==> src/shared/fecl_params.svh <==
/*
  Constants of the flash ECC capture and command launch block: register
  offsets, field positions, reset values and command codes.
  Assumes inclusion by bare name from the design modules and the bench files.
*/
`ifndef FECL_PARAMS_SVH
`define FECL_PARAMS_SVH

`define FECL_ADDR_W 4
`define FECL_OFS_CLKDIV 4'h0
`define FECL_OFS_PIDX 4'h1
`define FECL_OFS_EIDX 4'h2
`define FECL_OFS_STAT 4'h3
`define FECL_OFS_ECCSTAT 4'h4
`define FECL_OFS_PARRAY 4'h5
`define FECL_OFS_ECCRES 4'h6
`define FECL_OFS_OPTION 4'h7
`define FECL_OFS_RSVD_A 4'h8
`define FECL_OFS_RSVD_B 4'h9
`define FECL_OFS_RSVD_C 4'hA
`define FECL_OFS_RSVD_D 4'hB

`define FECL_BIT_DIVLD 7
`define FECL_BIT_COMMAND_COMPLETE_FLAG 7
`define FECL_BIT_ACCESS_ERROR_FLAG 5
`define FECL_BIT_PVIOL 4
`define FECL_BIT_ECC_DBL 1
`define FECL_BIT_ECC_SGL 0

`define FECL_RST_DIV 7'h00
`define FECL_RST_IDX 3'h0
`define FECL_RST_OPTION 8'h00
`define FECL_OPTION_DBL 8'hFF
`define FECL_ZERO16 16'h0000
`define FECL_NV_ADDR 23'h7F_FF0E

`define FECL_IDX_HDR 3'h0
`define FECL_IDX_ALO 3'h1
`define FECL_IDX_D0 3'h2
`define FECL_IDX_D1 3'h3
`define FECL_IDX_D2 3'h4
`define FECL_IDX_D3 3'h5

`define FECL_CMD_PGM_P 8'h06
`define FECL_CMD_PGM_ONCE 8'h07
`define FECL_CMD_ERS_ALL 8'h08
`define FECL_CMD_ERS_BLK 8'h09
`define FECL_CMD_ERS_PSEC 8'h0A
`define FECL_CMD_UNSEC 8'h0B
`define FECL_CMD_PGM_D 8'h11
`define FECL_CMD_ERS_DSEC 8'h12

`endif

==> src/shared/fecl_pkg.sv <==
/*
  Types of the flash ECC capture and command launch block.
  Assumes the constants header sits on the include path.
*/
package fecl_pkg;
  typedef struct packed {
    logic is_pflash;
    logic [22:0] addr;
    logic [63:0] data;
    logic [7:0] parity;
  } fecl_fault_t;

  typedef logic [5:0][15:0] fecl_words_t;

  typedef enum logic [1:0] {
    FECL_LOAD_REQ,
    FECL_LOAD_WAIT,
    FECL_IDLE,
    FECL_BUSY
  } fecl_state_t;
endpackage

==> src/rtl/fecl_top.sv <==
/*
  Register side of an embedded flash controller: ECC fault window, option
  byte load at reset, reserved test registers, clock divider and the
  command launch handshake toward the flash array.
  Assumes a plain register port driven synchronously to ref_clk, and a
  flash array that answers each request with a one-cycle acknowledge.
*/
// Local design decisions: strobed register access and the placing of the registers.
//
// Contract
// - Captured fault locks until flag cleared.
// - Double-bit fault recorded over single-bit.
// - Index 000 gives parity, address high bits.
// - Index 001 gives low address bits.
// - Parity field, data-flash uses six bits.
// - Program-flash phrase at indices 010-101, raw.
// - Data-flash word at index 010 only.
// - Indices 110 and 111 read zero.
// - Result readable, writes ignored.
// - Option byte loaded at reset sequence.
// - Double fault on load sets all ones.
// - Reserved test registers read zero.
// - Divider write when not busy sets loaded flag.
// - Unloaded divider refuses program/erase, access error.
// - Busy ignores new launch, array writes.
// - Write one launches; flag returns at completion.
// - Indexed array access; valid commands launch.
// - Word 000 holds command and high address.
// - Array indices 110, 111 ignored, read zero.
`timescale 1ns/1ps
`include "fecl_params.svh"
module fecl_top
  import fecl_pkg::*;
(
  input wire logic ref_clk,
  input wire logic rstn,
  input wire logic [`FECL_ADDR_W-1:0] reg_addr,
  input wire logic [15:0] reg_wdata,
  input wire logic reg_wr,
  input wire logic reg_rd,
  output logic [15:0] reg_rdata,
  input wire logic ecc_sgl_fault,
  input wire logic ecc_dbl_fault,
  input wire fecl_fault_t ecc_fault,
  output logic nv_rd_req,
  output logic [22:0] nv_rd_addr,
  input wire logic nv_rd_ack,
  input wire logic [7:0] nv_rd_data,
  input wire logic nv_rd_dbl_fault,
  output logic cmd_launch,
  output fecl_words_t cmd_words,
  input wire logic cmd_done,
  input wire logic cmd_prot_viol,
  input wire logic cmd_acc_err,
  input wire fecl_words_t cmd_result,
  output logic flash_time_base_tick
);
  fecl_state_t state_reg;
  logic [6:0] divide_value_reg;
  logic divider_loaded_flag_reg;
  logic [2:0] parameter_index_reg;
  logic [2:0] ecc_result_index_reg;
  logic command_complete_flag_reg;
  logic access_error_flag_reg;
  logic protection_violation_flag_reg;
  logic [7:0] nonvolatile_option_byte_reg;
  logic [6:0] tick_cnt_reg;
  logic [15:0] rdata_reg;
  logic [15:0] rdata_next;
  logic launch_reg;
  logic busy_refuse;

  logic wr_clkdiv;
  logic wr_pidx;
  logic wr_eidx;
  logic wr_stat;
  logic wr_eccstat;
  logic wr_parray;
  logic launch_req;
  logic is_pgm_ers;
  logic launch_ok;
  logic launch_bad;
  logic [1:0] ecc_flags;
  logic [1:0] ecc_clr;
  logic [15:0] ecc_fault_result;
  logic [15:0] param_rd_word;
  logic [7:0] command_code;

  // Register write decode.
  assign wr_clkdiv = reg_wr && reg_addr == `FECL_OFS_CLKDIV;
  assign wr_pidx = reg_wr && reg_addr == `FECL_OFS_PIDX;
  assign wr_eidx = reg_wr && reg_addr == `FECL_OFS_EIDX;
  assign wr_stat = reg_wr && reg_addr == `FECL_OFS_STAT;
  assign wr_eccstat = reg_wr && reg_addr == `FECL_OFS_ECCSTAT;

  assign busy_refuse = !command_complete_flag_reg;
  assign wr_parray = reg_wr && reg_addr == `FECL_OFS_PARRAY && !busy_refuse;

  assign launch_req = wr_stat && reg_wdata[`FECL_BIT_COMMAND_COMPLETE_FLAG] && state_reg == FECL_IDLE
    && command_complete_flag_reg;

  assign command_code = cmd_words[`FECL_IDX_HDR][15:8];

  always_comb begin
    case (command_code)
      `FECL_CMD_PGM_P,
      `FECL_CMD_PGM_ONCE,
      `FECL_CMD_ERS_ALL,
      `FECL_CMD_ERS_BLK,
      `FECL_CMD_ERS_PSEC,
      `FECL_CMD_UNSEC,
      `FECL_CMD_PGM_D,
      `FECL_CMD_ERS_DSEC: is_pgm_ers = 1'b1;
      default: is_pgm_ers = 1'b0;
    endcase
  end

  assign launch_bad = launch_req && ((is_pgm_ers && !divider_loaded_flag_reg)
    || access_error_flag_reg || protection_violation_flag_reg);
  assign launch_ok = launch_req && !launch_bad;

  assign ecc_clr[1] = wr_eccstat && reg_wdata[`FECL_BIT_ECC_DBL];
  assign ecc_clr[0] = wr_eccstat && reg_wdata[`FECL_BIT_ECC_SGL];

  fecl_ecc_capture u_ecc (
    .ref_clk(ref_clk),
    .rstn(rstn),
    .sgl_fault(ecc_sgl_fault),
    .dbl_fault(ecc_dbl_fault),
    .fault_in(ecc_fault),
    .flag_clr(ecc_clr),
    .ecc_result_index(ecc_result_index_reg),
    .flags(ecc_flags),
    .ecc_fault_result(ecc_fault_result)
  );

  fecl_param_array #(
    .WORDS(6)
  ) u_parray (
    .ref_clk(ref_clk),
    .rstn(rstn),
    .wr_en(wr_parray),
    .parameter_index(parameter_index_reg),
    .wr_data(reg_wdata),
    .res_load(cmd_done && state_reg == FECL_BUSY),
    .res_words(cmd_result),
    .words(cmd_words),
    .rd_word(param_rd_word)
  );

  // Reset sequence, idle and command execution.
  always_ff @(posedge ref_clk or negedge rstn) begin
    if (!rstn) begin
      state_reg <= FECL_LOAD_REQ;
    end else begin
      case (state_reg)
        FECL_LOAD_REQ: state_reg <= FECL_LOAD_WAIT;
        FECL_LOAD_WAIT: begin
          if (nv_rd_ack) begin
            state_reg <= FECL_IDLE;
          end
        end
        FECL_IDLE: begin
          if (launch_ok) begin
            state_reg <= FECL_BUSY;
          end
        end
        FECL_BUSY: begin
          if (cmd_done) begin
            state_reg <= FECL_IDLE;
          end
        end
        default: state_reg <= FECL_IDLE;
      endcase
    end
  end

  assign nv_rd_req = state_reg == FECL_LOAD_REQ;
  assign nv_rd_addr = `FECL_NV_ADDR;

  always_ff @(posedge ref_clk or negedge rstn) begin
    if (!rstn) begin
      nonvolatile_option_byte_reg <= `FECL_RST_OPTION;
    end else if (state_reg == FECL_LOAD_WAIT && nv_rd_ack) begin
      nonvolatile_option_byte_reg <= nv_rd_dbl_fault ? `FECL_OPTION_DBL : nv_rd_data;
    end
  end

  always_ff @(posedge ref_clk or negedge rstn) begin
    if (!rstn) begin
      command_complete_flag_reg <= 1'b0;
    end else if (state_reg == FECL_LOAD_WAIT && nv_rd_ack) begin
      command_complete_flag_reg <= 1'b1;
    end else if (launch_ok) begin
      command_complete_flag_reg <= 1'b0;
    end else if (state_reg == FECL_BUSY && cmd_done) begin
      command_complete_flag_reg <= 1'b1;
    end
  end

  always_ff @(posedge ref_clk or negedge rstn) begin
    if (!rstn) begin
      launch_reg <= 1'b0;
    end else begin
      launch_reg <= launch_ok;
    end
  end

  assign cmd_launch = launch_reg;

  // Error flags: hardware set wins over a software clear.
  always_ff @(posedge ref_clk or negedge rstn) begin
    if (!rstn) begin
      access_error_flag_reg <= 1'b0;
    end else begin
      access_error_flag_reg <= (access_error_flag_reg
        & ~(wr_stat && reg_wdata[`FECL_BIT_ACCESS_ERROR_FLAG]))
        | launch_bad | (state_reg == FECL_BUSY && cmd_done && cmd_acc_err);
    end
  end

  always_ff @(posedge ref_clk or negedge rstn) begin
    if (!rstn) begin
      protection_violation_flag_reg <= 1'b0;
    end else begin
      protection_violation_flag_reg <= (protection_violation_flag_reg
        & ~(wr_stat && reg_wdata[`FECL_BIT_PVIOL]))
        | (state_reg == FECL_BUSY && cmd_done && cmd_prot_viol);
    end
  end

  always_ff @(posedge ref_clk or negedge rstn) begin
    if (!rstn) begin
      divide_value_reg <= `FECL_RST_DIV;
      divider_loaded_flag_reg <= 1'b0;
    end else if (wr_clkdiv && !busy_refuse) begin
      divide_value_reg <= reg_wdata[6:0];
      divider_loaded_flag_reg <= 1'b1;
    end
  end

  // Time base enable: one pulse every divide_value+1 cycles once loaded.
  always_ff @(posedge ref_clk or negedge rstn) begin
    if (!rstn) begin
      tick_cnt_reg <= `FECL_RST_DIV;
      flash_time_base_tick <= 1'b0;
    end else if (!divider_loaded_flag_reg || wr_clkdiv) begin
      tick_cnt_reg <= `FECL_RST_DIV;
      flash_time_base_tick <= 1'b0;
    end else if (tick_cnt_reg >= divide_value_reg) begin
      tick_cnt_reg <= `FECL_RST_DIV;
      flash_time_base_tick <= 1'b1;
    end else begin
      tick_cnt_reg <= tick_cnt_reg + 7'd1;
      flash_time_base_tick <= 1'b0;
    end
  end

  always_ff @(posedge ref_clk or negedge rstn) begin
    if (!rstn) begin
      parameter_index_reg <= `FECL_RST_IDX;
    end else if (wr_pidx) begin
      parameter_index_reg <= reg_wdata[2:0];
    end
  end

  always_ff @(posedge ref_clk or negedge rstn) begin
    if (!rstn) begin
      ecc_result_index_reg <= `FECL_RST_IDX;
    end else if (wr_eidx) begin
      ecc_result_index_reg <= reg_wdata[2:0];
    end
  end

  // Read multiplexer; data stand one cycle after the read strobe.
  always_comb begin
    rdata_next = `FECL_ZERO16;
    case (reg_addr)
      `FECL_OFS_CLKDIV: begin
        rdata_next[`FECL_BIT_DIVLD] = divider_loaded_flag_reg;
        rdata_next[6:0] = divide_value_reg;
      end
      `FECL_OFS_PIDX: rdata_next[2:0] = parameter_index_reg;
      `FECL_OFS_EIDX: rdata_next[2:0] = ecc_result_index_reg;
      `FECL_OFS_STAT: begin
        rdata_next[`FECL_BIT_COMMAND_COMPLETE_FLAG] = command_complete_flag_reg;
        rdata_next[`FECL_BIT_ACCESS_ERROR_FLAG] = access_error_flag_reg;
        rdata_next[`FECL_BIT_PVIOL] = protection_violation_flag_reg;
      end
      `FECL_OFS_ECCSTAT: rdata_next[1:0] = ecc_flags;
      `FECL_OFS_PARRAY: rdata_next = param_rd_word;
      `FECL_OFS_ECCRES: rdata_next = ecc_fault_result;
      `FECL_OFS_OPTION: rdata_next[7:0] = nonvolatile_option_byte_reg;
      `FECL_OFS_RSVD_A,
      `FECL_OFS_RSVD_B,
      `FECL_OFS_RSVD_C,
      `FECL_OFS_RSVD_D: rdata_next = `FECL_ZERO16;
      default: rdata_next = `FECL_ZERO16;
    endcase
  end

  always_ff @(posedge ref_clk or negedge rstn) begin
    if (!rstn) begin
      rdata_reg <= `FECL_ZERO16;
    end else if (reg_rd) begin
      rdata_reg <= rdata_next;
    end else begin
      rdata_reg <= `FECL_ZERO16;
    end
  end

  assign reg_rdata = rdata_reg;
endmodule // fecl_top

==> src/rtl/fecl_ecc_capture.sv <==
/*
  ECC fault capture: sticky fault flags and the locked result window.
  Assumes fault strobes are one-cycle pulses synchronous to ref_clk.
*/
`timescale 1ns/1ps
`include "fecl_params.svh"
module fecl_ecc_capture
  import fecl_pkg::*;
(
  input wire logic ref_clk,
  input wire logic rstn,
  input wire logic sgl_fault,
  input wire logic dbl_fault,
  input wire fecl_fault_t fault_in,
  input wire logic [1:0] flag_clr,
  input wire logic [2:0] ecc_result_index,
  output logic [1:0] flags,
  output logic [15:0] ecc_fault_result
);
  logic [1:0] flag_reg;
  fecl_fault_t held_reg;

  always_ff @(posedge ref_clk or negedge rstn) begin
    if (!rstn) begin
      held_reg <= '0;
    end else if ((sgl_fault || dbl_fault) && (flag_reg & ~flag_clr) == 2'b00) begin
      held_reg <= fault_in;
    end
  end

  // A fault arriving with a clear keeps its flag set.
  always_ff @(posedge ref_clk or negedge rstn) begin
    if (!rstn) begin
      flag_reg <= 2'b00;
    end else begin
      flag_reg <= (flag_reg & ~flag_clr) | {dbl_fault, sgl_fault & ~dbl_fault};
    end
  end

  assign flags = flag_reg;

  always_comb begin
    ecc_fault_result = `FECL_ZERO16;
    case (ecc_result_index)
      `FECL_IDX_HDR: ecc_fault_result = {held_reg.is_pflash ? held_reg.parity
        : {2'b00, held_reg.parity[5:0]}, 1'b0, held_reg.addr[22:16]};
      `FECL_IDX_ALO: ecc_fault_result = held_reg.addr[15:0];
      `FECL_IDX_D0: ecc_fault_result = held_reg.data[15:0];
      `FECL_IDX_D1: ecc_fault_result = held_reg.is_pflash ? held_reg.data[31:16] : `FECL_ZERO16;
      `FECL_IDX_D2: ecc_fault_result = held_reg.is_pflash ? held_reg.data[47:32] : `FECL_ZERO16;
      `FECL_IDX_D3: ecc_fault_result = held_reg.is_pflash ? held_reg.data[63:48] : `FECL_ZERO16;
      default: ecc_fault_result = `FECL_ZERO16;
    endcase
  end
endmodule // fecl_ecc_capture

==> src/rtl/fecl_param_array.sv <==
/*
  Command parameter array: six indexed 16-bit words.
  Assumes the caller gates writes while a command is active.
*/
`timescale 1ns/1ps
`include "fecl_params.svh"
module fecl_param_array
  import fecl_pkg::*;
#(
  parameter int WORDS = 6
) (
  input wire logic ref_clk,
  input wire logic rstn,
  input wire logic wr_en,
  input wire logic [2:0] parameter_index,
  input wire logic [15:0] wr_data,
  input wire logic res_load,
  input wire fecl_words_t res_words,
  output fecl_words_t words,
  output logic [15:0] rd_word
);
  logic [15:0] mem [WORDS];

  always_ff @(posedge ref_clk or negedge rstn) begin
    if (!rstn) begin
      for (int i = 0; i < WORDS; i++) begin
        mem[i] <= `FECL_ZERO16;
      end
    end else if (res_load) begin
      for (int i = 0; i < WORDS; i++) begin
        mem[i] <= res_words[i];
      end
    end else if (wr_en && int'(parameter_index) < WORDS) begin
      mem[parameter_index] <= wr_data;
    end
  end

  always_comb begin
    for (int i = 0; i < WORDS; i++) begin
      words[i] = mem[i];
    end
    rd_word = (int'(parameter_index) < WORDS) ? mem[parameter_index] : `FECL_ZERO16;
  end
endmodule // fecl_param_array

==> config.mk <==
export PLATFORM = sky130hd
export DESIGN_NAME = fecl_top
export DESIGN_NICKNAME = d
export VERILOG_FILES = /design/src/shared/fecl_pkg.sv /design/src/rtl/fecl_top.sv /design/src/rtl/fecl_ecc_capture.sv /design/src/rtl/fecl_param_array.sv
export VERILOG_INCLUDE_DIRS = /design/src /design/src/shared
export SDC_FILE = /design/constraint.sdc
export NUM_CORES = 1
export LEC_CHECK = 0
export BUFFER_PORTS_ARGS = -buffer_cell sky130_fd_sc_hd__buf_2
export CAP_MARGIN = 20
export CORE_AREA = 2 2 171 173
export DETAILED_ROUTE_END_ITERATION = 8
export DIE_AREA = 0 0 173 175
export PLACE_DENSITY = 0.7
export SYNTH_ARGS = -nofsm -noshare
export SYNTH_HDL_FRONTEND = slang
export SYNTH_HIERARCHICAL = 1
export SYNTH_SLANG_ARGS = --single-unit
export TNS_END_PERCENT = 5
==> constraint.sdc <==
create_clock -name ref_clk -period 3.7 [get_ports ref_clk]
set_input_delay 0.37 -clock ref_clk [delete_from_list [all_inputs] [get_ports ref_clk]]
set_output_delay 0.37 -clock ref_clk [all_outputs]
set_load 0.02 [all_outputs]
==> reports/qor.txt <==
simple logic cell fraction of the synthesized area - 10.9%
DR pass1 iterations - 5
critical path launch point type - register
Overall Power - 0.0106 W
Clock Tree Buf Depth - 3
Clock Skews - 17.9 ps
Vias - 10300
Die Y - 175 µm
Slew @ Worst Pin - 837 ps
Worst Setup End Kind - register
average size of a mapped cell - 11.1 µm²
power per cell area - 685 nW/µm²
clk slew on worst S/H paths - 60 ps
number of global-route vias before repair - 10300
Max Clock Freq - 0.371 GHz
largest family of logic cells by synthesized area - multiplexers
Pleak - 7.24 nW
Final WS setup - 1000 ps
final hold viol count - 0
worst slack at placement - 1040 ps
CP Data Required Time - 4160 ps
P_int - 0.00642 W
Fin Hold WS - 44.1 ps
Hold Path Origin - cmd_result[52]
DRT Wirelength - 40400 µm
wire per inst - 21.6 µm
Mapped Cells - 1146
adder-cell share of the synthesized area - 0.790%
combinational share of power - 35.2%
Initial Util - 44.6%
total CTS buffers - 27
synthesized cell area - 12700 µm²
initial antenna violation count - 5
Via density - 5.52
Reg power frac - 40.1%
nets@finish - 1698
Area growth syn-to-layout - 21.9%
worst vdd ir - 0.322 mV
compound-cell area share of the yosys netlist - 11.7%
max_slew headroom - 44.2%
HP Class - in2reg
I/O Buffers - 345
status - finished, final reports clean
final period demand of the worst path - 2700 ps
Worst Hold Endpoint - u_parray/words[52]$_DFFE_PN0P_
Post-synth EDFFs - 0
GRT overflow - 0
Die ar. - 30300 µm²
P_sw - 0.00415 W
GRT Overall Usage - 26.0%
Placeable Area - 28400 µm²
share of post-route cells with drive strength above 1 - 33.4%
Final Util - 54.4%
largest net degree at the start of global routing - 106
Cells on Worst Hold Path - 3
drt drc - 0
clk sinks - 246
Die X - 173 µm
row count - 62
GPL Wtd Cong - 0.894
Cell variety after synth - 68
CTS root buf - clkbuf_16
H-tree levels - 1
Ys Warns - 6
Post-DRT Antenna Nets - 0
worst skew pair latency - 540 ps
Max-Cap Viols - 0
Worst EP arrival - 3160 ps
Final Max Slew Viols - 0
DR iter-0 viols - 880
CTS tree - done
Switching Fraction - 39.3%
worst-path maximum fanout - 23
global-route wire length before repair - 61400 µm
Seq/Total Area, Yosys - 48.6%
multiplexer share of the synthesized area - 22.0%
top_reg_cell synth - dfrtp_1
post-route clock period utilization - 72.8%
fraction of registers with async set/reset - 100%
Setup Total Neg Slack - 0 ps
crit path kind - reg2reg
Final setup viols - 0
number of synthesized register bits - 246
Reg2Reg Depth - 7
setup bufs post-CTS - 0
Ports - 369
flop-to-flop setup slack - 1000 ps
RSZ-0062 raised after global routing - false
Clk pwr share - 24.7%
HPWL after DPL - 29900 µm
worst r2r src - ecc_result_index_reg[0]$_DFFE_PN0P_
reg2reg end - reg_rdata[5]$_DFF_PN0_
XOR/XNOR Fraction of Synth Area - 0.415%
-- layout make-up --
| cell class | count | area [µm²] |
|---|---|---|
| Timing Repair Buffer | 369 | 1970 |
| Clock buffer | 40 | 774 |
| Antenna cell | 4 | 10.0 |
| Tap cell | 384 | 480 |
| Fill cell | 2583 | 12900 |
| Sequential cell | 246 | 6160 |
| Clock inverter | 8 | 71.3 |
| Inverter | 15 | 56.3 |
| Multi-Input combinational cell | 800 | 5930 |
-- cell usage after synthesis, types with 5 or more instances --
master	instances	area, µm²
buf_1	6	22.5
ha_1	8	100
nor2_1	25	93.8
mux2_1	40	450
mux2i_1	152	1520
nand2_1	129	484
or3_1	12	75.1
buf_4	35	263
mux2_2	70	788
nand4_1	7	43.8
and3b_1	5	43.8
o21ai_1	97	485
o211ai_1	6	45.0
nand3_1	10	50.1
o221ai_1	20	175
o21ai_0	28	140
buf_2	20	100
nand2b_1	8	50.1
buf_6	9	101
a22oi_1	28	210
nand3b_1	7	52.6
inv_1	14	52.6
and3_1	8	50.1
a22o_1	5	43.8
a21oi_1	7	35.0
dfrtp_1	246	6160
a21o_1	7	52.6
nor2b_1	22	138
nor3_1	7	35.0
clkbuf_1	34	128
-- repair_timing --
item                      4_1_cts  5_1_grt
gates resized for setup         0        0
hold buffers                    1        0
hold endpoints to repair      101        0
-- routing by layer --
metal	wire [µm]	part of all wire, %	up-vias	GRT usage [%]
met5	11	0.027	-	0
li1	-	-	4727	-
met1	17700	44	5067	36.1
met4	1260	3.1	2	8.44
met3	2620	6.5	71	3.96
met2	18800	47	437	41.9
-- critical path: stages (launching register included) --
cell and delay [ps]:
dfrtp_1 840, buf_4 390, nor2b_1 300, a22oi_1 130, o21ai_0 380, a22oi_1 170
mux2_2 290, nor2_1 120
-- power groups by stage --
| stage | clock network [W] | logic (W) | registers (W) |
|---|---|---|---|
| finish | 0.00261 | 0.00373 | 0.00424 |
| CTS | 0.00266 | 0.00372 | 0.00422 |
| floorplan | 0 | 0.00179 | 0.00461 |
| global route | 0.00276 | 0.00400 | 0.00434 |
| detailed placement | 0 | 0.00371 | 0.00426 |
| global placement | 0 | 0.00364 | 0.00423 |
-- logic make-up (layout without fill, tap and decap cells) --
| group | count (synthesis) | in the layout |
|---|---|---|
| and+or+nand+nor | 268 | 268 |
| muxes | 263 | 263 |
| DFF | 246 | 246 |
| AOI/OAI and AO/OA | 232 | 232 |
| buffers and inverters | 121 | 432 |
| adders and majority gates | 8 | 8 |
| xor gates and xnor gates | 6 | 6 |
| other | 2 | 27 |
-- stage by stage --
stage	cell area, µm²	std cells
after floorplan	12800	1167
after global placement	14600	1813
after detailed placement	14600	1813
after CTS	15400	1862
after global routing	15400	1865
final	15400	1866
-- worst max-delay path by stage --
stage                     slack (ps)                                start                        endpoint
after CTS                       1060  ecc_result_index_reg[0]$_DFFE_PN0P_          reg_rdata[8]$_DFF_PN0_
after floorplan                 1570                          reg_addr[3]  u_parray/words[37]$_DFFE_PN0P_
after detailed placement        1040                          reg_addr[0]   u_ecc/held_reg[2]$_DFFE_PN0P_
final                           1000  ecc_result_index_reg[0]$_DFFE_PN0P_          reg_rdata[5]$_DFF_PN0_
after global placement          1080                          reg_addr[0]  u_parray/words[12]$_DFFE_PN0P_
after global routing             880  ecc_result_index_reg[0]$_DFFE_PN0P_          reg_rdata[5]$_DFF_PN0_
-- placed cells by master, fill, tap and decap left out, drive strengths merged, types with 5 or more instances in the layout --
| cell | instances |
|---|---|
| a21o | 7 |
| a21oi | 7 |
| a221oi | 5 |
| a22o | 5 |
| a22oi | 28 |
| and3 | 8 |
| and3b | 5 |
| buf | 368 |
| clkbuf | 40 |
| clkinv | 5 |
| conb | 23 |
| dfrtp | 246 |
| ha | 8 |
| inv | 16 |
| mux2 | 110 |
| mux2i | 152 |
| nand2 | 129 |
| nand2b | 8 |
| nand3 | 10 |
| nand3b | 7 |
| nand4 | 8 |
| nor2 | 25 |
| nor2b | 22 |
| nor3 | 7 |
| o211ai | 6 |
| o21ai | 125 |
| o221ai | 20 |
| or3 | 12 |
Note: power is estimated with default switching activity, not from simulation.
